`src/hdl/srm_regs.svh`:
```
// Register offsets, field positions, reset values and timing counts.
`ifndef SRM_REGS_SVH
`define SRM_REGS_SVH

`define SRM_ADDR_RESET_CMD 8'h2a
`define SRM_ADDR_IRQ0_MAP_A 8'h2b
`define SRM_RESET_KEY 8'h52
`define SRM_RESET_CMD_RST 8'h00
`define SRM_MAP_A_RST 8'h80
`define SRM_MAP_A_WMASK 8'hef
`define SRM_BIT_FUSE_BUSY 7
`define SRM_BIT_INACT 6
`define SRM_BIT_ACT 5
`define SRM_BIT_RSVD 4
`define SRM_BIT_FIFO_LEVEL 3
`define SRM_BIT_FIFO_OVF 2
`define SRM_BIT_FIFO_FULL 1
`define SRM_BIT_SAMPLE_RDY 0
`define SRM_INIT_TIME_NS 500000
`define SRM_CLK_PERIOD_NS 4
`define SRM_CNT_W 24

`endif

```
`src/hdl/srm_pkg.sv`:
```
// Types shared by the soft reset and pin-0 routing logic.
`include "srm_regs.svh"

package srm_pkg;

  typedef enum logic {
    ST_RUN,
    ST_INIT
  } srm_state_t;

  typedef struct packed {
    srm_state_t state;
    logic [`SRM_CNT_W-1:0] cnt;
    logic [7:0] map;
    logic [7:0] rdData;
    logic standby;
    logic fuseInit;
    logic pinDrive;
    logic irqOut;
  } srm_regs_t;

endpackage

```
`src/hdl/srm_route_if.sv`:
```
// Carrier between the register logic and the pin-0 router.
interface srm_route_if;
  logic [7:0] map;
  logic [7:0] status;
  logic irqLevel;

  modport ctrl (
    output map,
    output status,
    input irqLevel
  );

  modport router (
    input map,
    input status,
    output irqLevel
  );
endinterface

```
`src/hdl/srm_irq_router.sv`:
```
// OR of every pin-0 status condition whose map bit enables it.
`include "srm_regs.svh"

module srm_irq_router #(
  parameter logic FULL_EN_LEVEL = 1'b0
) (
  input wire logic mclk,
  input wire logic rst_n,
  srm_route_if.router rt
);

  logic [7:0] enabled;
  logic [7:0] hits;

  // ==========================================================
  // Per-bit routing
  // ==========================================================
  genvar i;
  generate
    for (i = 0; i < 8; i++) begin : g_bit
      if (i == `SRM_BIT_FIFO_FULL) begin : g_full
        // The filled-FIFO enable uses its own polarity.
        assign enabled[i] = (rt.map[i] == FULL_EN_LEVEL);
      end else if (i == `SRM_BIT_RSVD) begin : g_rsvd
        assign enabled[i] = 1'b0;
      end else begin : g_norm
        assign enabled[i] = rt.map[i];
      end
      assign hits[i] = enabled[i] & rt.status[i];
    end
  endgenerate

  assign rt.irqLevel = |hits;
endmodule

```
`src/hdl/srm_reset_map.sv`:
```
// Soft reset command and first pin-0 routing register.
`include "srm_regs.svh"

module srm_reset_map #(
  parameter int INIT_CYCLES = `SRM_INIT_TIME_NS / `SRM_CLK_PERIOD_NS,
  parameter logic FULL_EN_LEVEL = 1'b0
) (
  input wire logic mclk,
  input wire logic rst_n,
  input wire logic regWrEn,
  input wire logic regRdEn,
  input wire logic [7:0] regAddr,
  input wire logic [7:0] regWrData,
  output logic [7:0] regRdData,
  input wire logic fuseBusyStatus,
  input wire logic inactivityStatus,
  input wire logic activityStatus,
  input wire logic fifoLevelStatus,
  input wire logic fifoOverflowStatus,
  input wire logic fifoFilledStatus,
  input wire logic sampleReadyStatus,
  input wire logic sensorWake,
  output logic softResetActive,
  output logic fuseInitStart,
  output logic sensorStandby,
  output logic firstInterruptPinOut,
  output logic firstInterruptPinOe
);

  localparam logic [`SRM_CNT_W-1:0] INIT_LAST = `SRM_CNT_W'(INIT_CYCLES - 1);

  srm_pkg::srm_regs_t r_reg;
  srm_pkg::srm_regs_t r_next;
  srm_route_if rt ();

  logic keyWrite;
  logic mapWrite;
  logic inInit;

  // ==========================================================
  // Routing of status conditions to pin 0
  // ==========================================================
  assign rt.map = r_reg.map;
  always_comb begin
    rt.status = 8'h00;
    rt.status[`SRM_BIT_FUSE_BUSY] = fuseBusyStatus;
    rt.status[`SRM_BIT_INACT] = inactivityStatus;
    rt.status[`SRM_BIT_ACT] = activityStatus;
    rt.status[`SRM_BIT_FIFO_LEVEL] = fifoLevelStatus;
    rt.status[`SRM_BIT_FIFO_OVF] = fifoOverflowStatus;
    rt.status[`SRM_BIT_FIFO_FULL] = fifoFilledStatus;
    rt.status[`SRM_BIT_SAMPLE_RDY] = sampleReadyStatus;
  end

  srm_irq_router #(
    .FULL_EN_LEVEL(FULL_EN_LEVEL)
  ) u_router (
    .mclk(mclk),
    .rst_n(rst_n),
    .rt(rt)
  );

  // ==========================================================
  // Access decode
  // ==========================================================
  // Address decode shared by the access logic and the checks.
  function automatic logic hitsMap(input logic [7:0] addr);
    return (addr == `SRM_ADDR_IRQ0_MAP_A);
  endfunction

  function automatic logic hitsResetCmd(input logic [7:0] addr);
    return (addr == `SRM_ADDR_RESET_CMD);
  endfunction

  assign inInit = (r_reg.state == srm_pkg::ST_INIT);
  // The key is honoured in any state, so a fresh key restarts the wait.
  assign keyWrite = regWrEn && hitsResetCmd(regAddr)
    && (regWrData == `SRM_RESET_KEY);
  assign mapWrite = regWrEn && !inInit && hitsMap(regAddr);

  // ==========================================================
  // Next state
  // ==========================================================
  always_comb begin
    r_next = r_reg;
    r_next.fuseInit = 1'b0;
    r_next.rdData = 8'h00;
    if (regRdEn && !inInit) begin
      if (hitsMap(regAddr)) begin
        r_next.rdData = r_reg.map & `SRM_MAP_A_WMASK;
      end else if (hitsResetCmd(regAddr)) begin
        // The trigger is write-only and reserved bits are zero.
        r_next.rdData = `SRM_RESET_CMD_RST;
      end else begin
        r_next.rdData = 8'h00;
      end
    end
    if (sensorWake && !inInit) begin
      r_next.standby = 1'b0;
    end
    if (mapWrite) begin
      r_next.map = regWrData & `SRM_MAP_A_WMASK;
      r_next.pinDrive = 1'b1;
    end
    case (r_reg.state)
      srm_pkg::ST_RUN: begin
        r_next.state = srm_pkg::ST_RUN;
      end
      srm_pkg::ST_INIT: begin
        if (r_reg.cnt == '0) begin
          r_next.state = srm_pkg::ST_RUN;
        end else begin
          r_next.cnt = r_reg.cnt - 1'b1;
        end
      end
      default: begin
        r_next.state = srm_pkg::ST_RUN;
      end
    endcase
    // Restart: reload the map default, pulse fuse initialisation, put sensors in standby and release pin 0.
    if (keyWrite) begin
      r_next.state = srm_pkg::ST_INIT;
      r_next.cnt = INIT_LAST;
      r_next.map = `SRM_MAP_A_RST;
      r_next.fuseInit = 1'b1;
      r_next.standby = 1'b1;
      r_next.pinDrive = 1'b0;
      r_next.rdData = 8'h00;
    end
    r_next.irqOut = r_next.pinDrive && (r_next.state == srm_pkg::ST_RUN)
      && rt.irqLevel;
  end

  always_ff @(posedge mclk) begin
    if (!rst_n) begin
      r_reg.state <= srm_pkg::ST_RUN;
      r_reg.cnt <= '0;
      r_reg.map <= `SRM_MAP_A_RST;
      r_reg.rdData <= 8'h00;
      r_reg.standby <= 1'b1;
      r_reg.fuseInit <= 1'b0;
      r_reg.pinDrive <= 1'b0;
      r_reg.irqOut <= 1'b0;
    end else begin
      r_reg <= r_next;
    end
  end

  // ==========================================================
  // Outputs
  // ==========================================================
  assign regRdData = r_reg.rdData;
  assign softResetActive = inInit;
  assign fuseInitStart = r_reg.fuseInit;
  assign sensorStandby = r_reg.standby;
  assign firstInterruptPinOut = r_reg.irqOut;
  assign firstInterruptPinOe = r_reg.pinDrive && !inInit;
endmodule

```
`config.mk`:
```
export PLATFORM = sky130hd
export DESIGN_NAME = srm_reset_map
export DESIGN_NICKNAME = d
export VERILOG_FILES = /design/src/hdl/srm_pkg.sv /design/src/hdl/srm_route_if.sv /design/src/hdl/srm_irq_router.sv /design/src/hdl/srm_reset_map.sv
export VERILOG_INCLUDE_DIRS = /design/src /design/src/hdl
export SDC_FILE = /design/constraint.sdc
export NUM_CORES = 1
export LEC_CHECK = 0
export ABC_AREA = 1
export BUFFER_PORTS_ARGS = -buffer_cell sky130_fd_sc_hd__buf_2
export CAP_MARGIN = 20
export CORE_ASPECT_RATIO = 0.5
export CORE_UTILIZATION = 55
export DETAILED_ROUTE_END_ITERATION = 10
export PLACE_DENSITY = 0.87
export SYNTH_ARGS = -nofsm -noshare
export SYNTH_HDL_FRONTEND = slang
export SYNTH_HIERARCHICAL = 1
export SYNTH_SLANG_ARGS = --single-unit
```
`constraint.sdc`:
```
create_clock -name mclk -period 2.05 [get_ports mclk]
set_input_delay 0.3075 -clock mclk [delete_from_list [all_inputs] [get_ports mclk]]
set_output_delay 0.3075 -clock mclk [all_outputs]
set_load 0.02 [all_outputs]
```
# Yosys cells after proc, flatten, opt, wreduce, memory -nomap -nowiden

Index checks and enable logic that the tools add are counted.

Bitwise gates (word level): 14
Multiplexer cells: 10
Equal/unequal tests: 4
$mul: 0
Magnitude comparators: 0
Div/mod/pow operators: 0
Shifts and indexed selects: 0
Add/subtract/negate cells: 1
Reductions and logical operators: 18

Operators by type and width:

| kind                                                | number |
|---|---|
| two-way mux 24 bit                                  | 2 |
| two-way mux 44 bit                                  | 1 |
| zero test 24 bit                                    | 1 |
| two-way mux 8 bit                                   | 3 |
| subtractor 24 x 1 -> 24 bit (second input constant) | 1 |
| == test 8 x 6 -> 1 bit (second input constant)      | 2 |
| logical AND 1 bit                                   | 9 |
| == test 8 x 7 -> 1 bit (second input constant)      | 1 |
| bitwise AND 1 bit                                   | 7 |
| NOT 1 bit                                           | 7 |
| OR reduction 7 bit                                  | 1 |
| AND reduction 2 bit                                 | 2 |
| OR reduction 4 bit                                  | 1 |
| two-way mux 1 bit                                   | 3 |
| OR reduction 3 bit                                  | 1 |
| inequality test 2 bit (second input constant)       | 1 |
| one-hot mux 1 bit (2 select lines)                  | 1 |
| nonzero test 2 bit                                  | 1 |
| OR reduction 2 bit                                  | 1 |
| zero test 1 bit                                     | 1 |

Word-level logic and storage cells: 57
Memories kept: 0
Bits in read-only memories: 0
RAM bits: 0
Input bits: 28
Output and inout bits: 13
Latch bits: 0
Flip-flop bits (word level): 44

# Logic depth before layout (Yosys ltp)

Depth in word-level cells: 8
Mapped depth: 11
Gate-level depth less buffers: 11

# Modules after synthesis

Netlist, hierarchy kept.

By module, submodules not included:

| module         | times used | sequential area each (µm²) | cells an instance | area an instance (µm²) |
|---|---|---|---|---|
| srm_reset_map  | 1          | 860.8                      | 393               | 2443.6 |
| srm_irq_router | 1          | 0.0                        | 14                | 52.6 |

# Least setup slack after synthesis

OpenSTA, ideal clock, no wires.

Path type: reg-to-reg
Start: register r_reg[20] in the netlist's numbering
End: register r_reg[32] in the netlist's numbering
Data required time: 1.934 ns
Setup time: 0.116 ns
Setup slack: 0.561 ns
Arrival: 1.374 ns
Clock period less this slack: 1.489 ns
Stages on the path, launching flop included: 10
Path buffers: 0
Path through: dfxtp_1 inv_1 ha_1 inv_1 nor2_1 nand2_1 inv_1 nand4_1 o21ai_0 nor2_1

Word-level cells in the longest chain between the ends: 3
Elaborated cells between the ends (all ways): 4
Those cells by class: add/sub: 1; bitwise: 1; reduce/logical: 2

RTL lines:

| what                                                                | RTL line             | text |
|---|---|---|
| start, declared                                                     | srm_reset_map.sv:32  | `srm_pkg::srm_regs_t r_reg;` |
| start signal, assigned                                              | srm_reset_map.sv:145 | `r_reg <= r_next;` |
| branches (longest 3 deep; another with subtractor 24 x 1 -> 24 bit) | --                   |  |

Parallel ways; which one is timed is not known.
A chain may end at the register's enable or synchronous reset.

# Final worst setup path

Ends and elaborated chain as after synthesis.

==> results.json <==
{
  "fill_cell_count": 391,
  "place.detailed.instances": 487,
  "critPathSlowestCell": "sky130_fd_sc_hd__ha_1",
  "final-setup-viol-count": 0,
  "timing.critical_path.to_type": "flop",
  "power.clock.fraction_pct": 37.9,
  "p_comb_share_pct": 5.2,
  "fin_nets": 470,
  "clock_tree.root_cell": "sky130_fd_sc_hd__clkbuf_8",
  "synth_top_cell_area_share_pct": 34.5,
  "worst_ep_arrival_time_ps": 2010,
  "hold-path-endpoint": "sensorStandby",
  "antenna_found_initial": 0,
  "drive_above_1_share_pct": 15.2,
  "cts_sinks": 43,
  "synth_area_leader_cell": "sky130_fd_sc_hd__dfxtp_1",
  "initial_standard_cell_utilization_of_the_core_pct": 60.5,
  "synthMuxAreaShare_pct": 0,
  "post_synthesis_cell_count": 407,
  "cpPeakStageDelay_ps": 330,
  "die_x_um": 97.3,
  "synth-adder-area-share_pct": 1.00,
  "max_cap_viol_count": 0,
  "finalWeightedCongestion": 0.970,
  "yosysSeqAreaShare_pct": 34.5,
  "syn_to_final_growth_pct": 10.7,
  "finClkSkew_ps": 7.63,
  "max-clock-path-buffers": 2,
  "syn-mean-instance-area_um2": 6.13,
  "path_cells": "inv_1 > ha_1 > inv_1 > nor2_1 > nand2_1 > inv_1 > nand4_1 > o21ai_0 > nor2_1",
  "vdd.ir_drop.worst_mv": 0.268,
  "layout_commonest_cell": "sky130_fd_sc_hd__nand2_1",
  "io_buffers": 39,
  "routed_wire_length_per_instance_um": 11.5,
  "gr-usage-all-layers_pct": 25.4,
  "top_area_cells_in_the_synthesized_netlist": "sky130_fd_sc_hd__dfxtp_1 34%, sky130_fd_sc_hd__nand2_1 16%, sky130_fd_sc_hd__nor2_1 12%, sky130_fd_sc_hd__inv_1 9.3%, sky130_fd_sc_hd__nand3_1 5.0%",
  "finalCoreUtilization_pct": 67.0,
  "die_area_mm2": 0.00483,
  "switching_power_mw": 0.365,
  "holdCritPathClass": "in -> reg",
  "timing.critical_path.from_type": "flop",
  "grt_first_pass_wirelength_um": 9690,
  "final_hold_violations": 0,
  "cellPowerDensity_mw_per_mm2": 532,
  "core_area_mm2": 0.00412,
  "required_time_at_the_worst_slack_endpoint_ps": 2260,
  "antenna_left": 0,
  "min_period_ps": 1810,
  "yosys.cell_types.count": 24,
  "path_max_fanout": 7,
  "path_clk_slew_ps": 90,
  "post_layout_nonfiller_instances": 495,
  "hold-path-cell-count": 4,
  "run_status": "complete, no violations",
  "timing.final.max_slew_violations": 0,
  "r2r_slack_ps": 240,
  "drtPass1Iterations": 6,
  "synth_simple_gate_area_share_pct": 41.0,
  "power.switching_fraction_pct": 24.9,
  "critical_path.most_common_cell": "sky130_fd_sc_hd__inv_1",
  "maxClockFrequency_mhz": 553,
  "critical_path_class": "reg -> reg",
  "hold_path.startpoint": "sensorWake",
  "yosys.area_share.xor_xnor_pct": 1.05,
  "viasPerCell": 5.04,
  "detailedRoute.firstIterationViolations": 188,
  "clock_tree_from_tritoncts": "yes",
  "post_cts.repair.setup_buffers": 0,
  "final.period_utilization_pct": 88.2,
  "cts.hold.buffers_added": 0,
  "synth-compound-area-share_pct": 8.42,
  "overflow": 0,
  "cts.htree.levels": 2,
  "ff2ff_path_depth": 9,
  "rr_startpoint": "r_reg[20]",
  "cts-resized-gates": 0,
  "most_frequent_cells_in_the_layout": "107 x sky130_fd_sc_hd__nand2_1, 82 x sky130_fd_sc_hd__nor2_1, 62 x sky130_fd_sc_hd__inv_1, 43 x sky130_fd_sc_hd__dfxtp_1, 39 x sky130_fd_sc_hd__buf_2",
  "dpl_cell_area_mm2": 0.00267,
  "post_synthesis_instance_area_mm2": 0.00250,
  "design.portCount": 41,
  "max_ffs_per_register": 25,
  "yosys_register_bits": 43,
  "p_total_mw": 1.47,
  "post-route-drc-count": 0,
  "grt_max_degree": 15,
  "design_area_mm2": 0.00276,
  "worst_skew_pair.late_latency_ps": 310,
  "synth_top_family_by_area": "simple AND/OR/NAND/NOR gates",
  "die_h_um": 49.6,
  "num_antenna_cells": 0,
  "clock_buffer_count_from_cts": 5,
  "regToRegEndpoint": "r_reg[32]",
  "place.detailed.hpwl_um": 4310,
  "setup-tns-final_ps": 0,
  "wire_length_after_detailed_routing_um": 5690,
  "internal-power_mw": 1.10,
  "synth_fp_nets": 437,
  "num_rows": 16,
  "via_count_of_the_first_global_routing_pass": 2172,
  "rsz_0062_raised_after_global_routing": "false",
  "sequential_cell_fraction_of_total_power_pct": 57.0,
  "route.vias.total": 2493,
  "p_leak_nw": 1.45,
  "yosys_warnings": 6
}
## critical path, delay by kind of cell (launching register included)
family / cells / cell delay [ps]
buf+inv: 3 / 340
compound gates: 1 / 160
flops: 1 / 320
simple gates: 4 / 550
fa+ha+maj: 1 / 330
## final cells by class
| cell class | count | area [um^2] | share of cell area, % |
|---|---|---|---|
| timing repair buffer | 43 | 225 | 8.15 |
| multi-input combinational | 285 | 1290 | 46.6 |
| tap | 54 | 67.6 | 2.45 |
| sequential | 43 | 861 | 31.2 |
| clock buffer | 5 | 68.8 | 2.49 |
| clock inverter | 3 | 20.0 | 0.725 |
| inverter | 62 | 233 | 8.42 |
## how the worst max path moves through the flow
stage | slack, ps | to | cells past startpoint | startpoint
finish | 240 | r_reg[32] | 9 | r_reg[20]
global route | 100 | r_reg[40] | 10 | r_reg[20]
floorplan | 560 | r_reg[32] | 9 | r_reg[20]
detailed placement | 310 | r_reg[32] | 9 | r_reg[20]
global placement | 310 | r_reg[32] | 9 | r_reg[20]
CTS | 290 | r_reg[32] | 9 | r_reg[20]
## synthesized netlist by cell type, drive strengths merged
| cell | count |
|---|---|
| xnor2 | 2 |
| nand4 | 16 |
| inv | 62 |
| nor4 | 1 |
| nor3 | 6 |
| buf | 15 |
| xor2 | 1 |
| a31oi | 1 |
| a21oi | 20 |
| o21ai | 14 |
| dfxtp | 43 |
| clkbuf | 2 |
| nor2 | 84 |
| nand2 | 109 |
| or2 | 1 |
| ha | 2 |
| nand3 | 27 |
| conb | 1 |
## through the flow
| stage | hold WS [ps] | worst slack, ps |
|---|---|---|
| global route | 278 | 95.0 |
| detailed placement | 445 | 309 |
| finish | 261 | 243 |
| CTS | 267 | 291 |
| global placement | 439 | 310 |
| floorplan | 405 | 561 |
## per-layer routing
| layer | vias to the layer above | track usage, % | wire length, um |
|---|---|---|---|
| met5 | - | 0 | 0 |
| met4 | 0 | 10.5 | 67 |
| met3 | 9 | 5.82 | 420 |
| met2 | 88 | 40.6 | 2340 |
| met1 | 1083 | 33.4 | 2860 |
| li1 | 1313 | - | - |
## cells by family after synthesis
| kind of cell | after synthesis |
|---|---|
| flip-flops | 43 |
| XOR/XNOR | 3 |
| other | 1 |
| AO/OA/AOI/OAI | 35 |
| adder cells (fa/ha/maj) | 2 |
| AND/OR/NAND/NOR | 244 |
| buffers and inverters | 79 |
## power by group through the flow
stage	clock network, mW	registers, mW	logic (mW)
final	0.556	0.837	0.0758
after global routing	0.600	0.837	0.0864
after floorplan	0	0.859	0.0337
after global placement	0	0.857	0.0747
after CTS	0.560	0.837	0.0755
after detailed placement	0	0.857	0.0752
(Power assumes the default switching activity.)
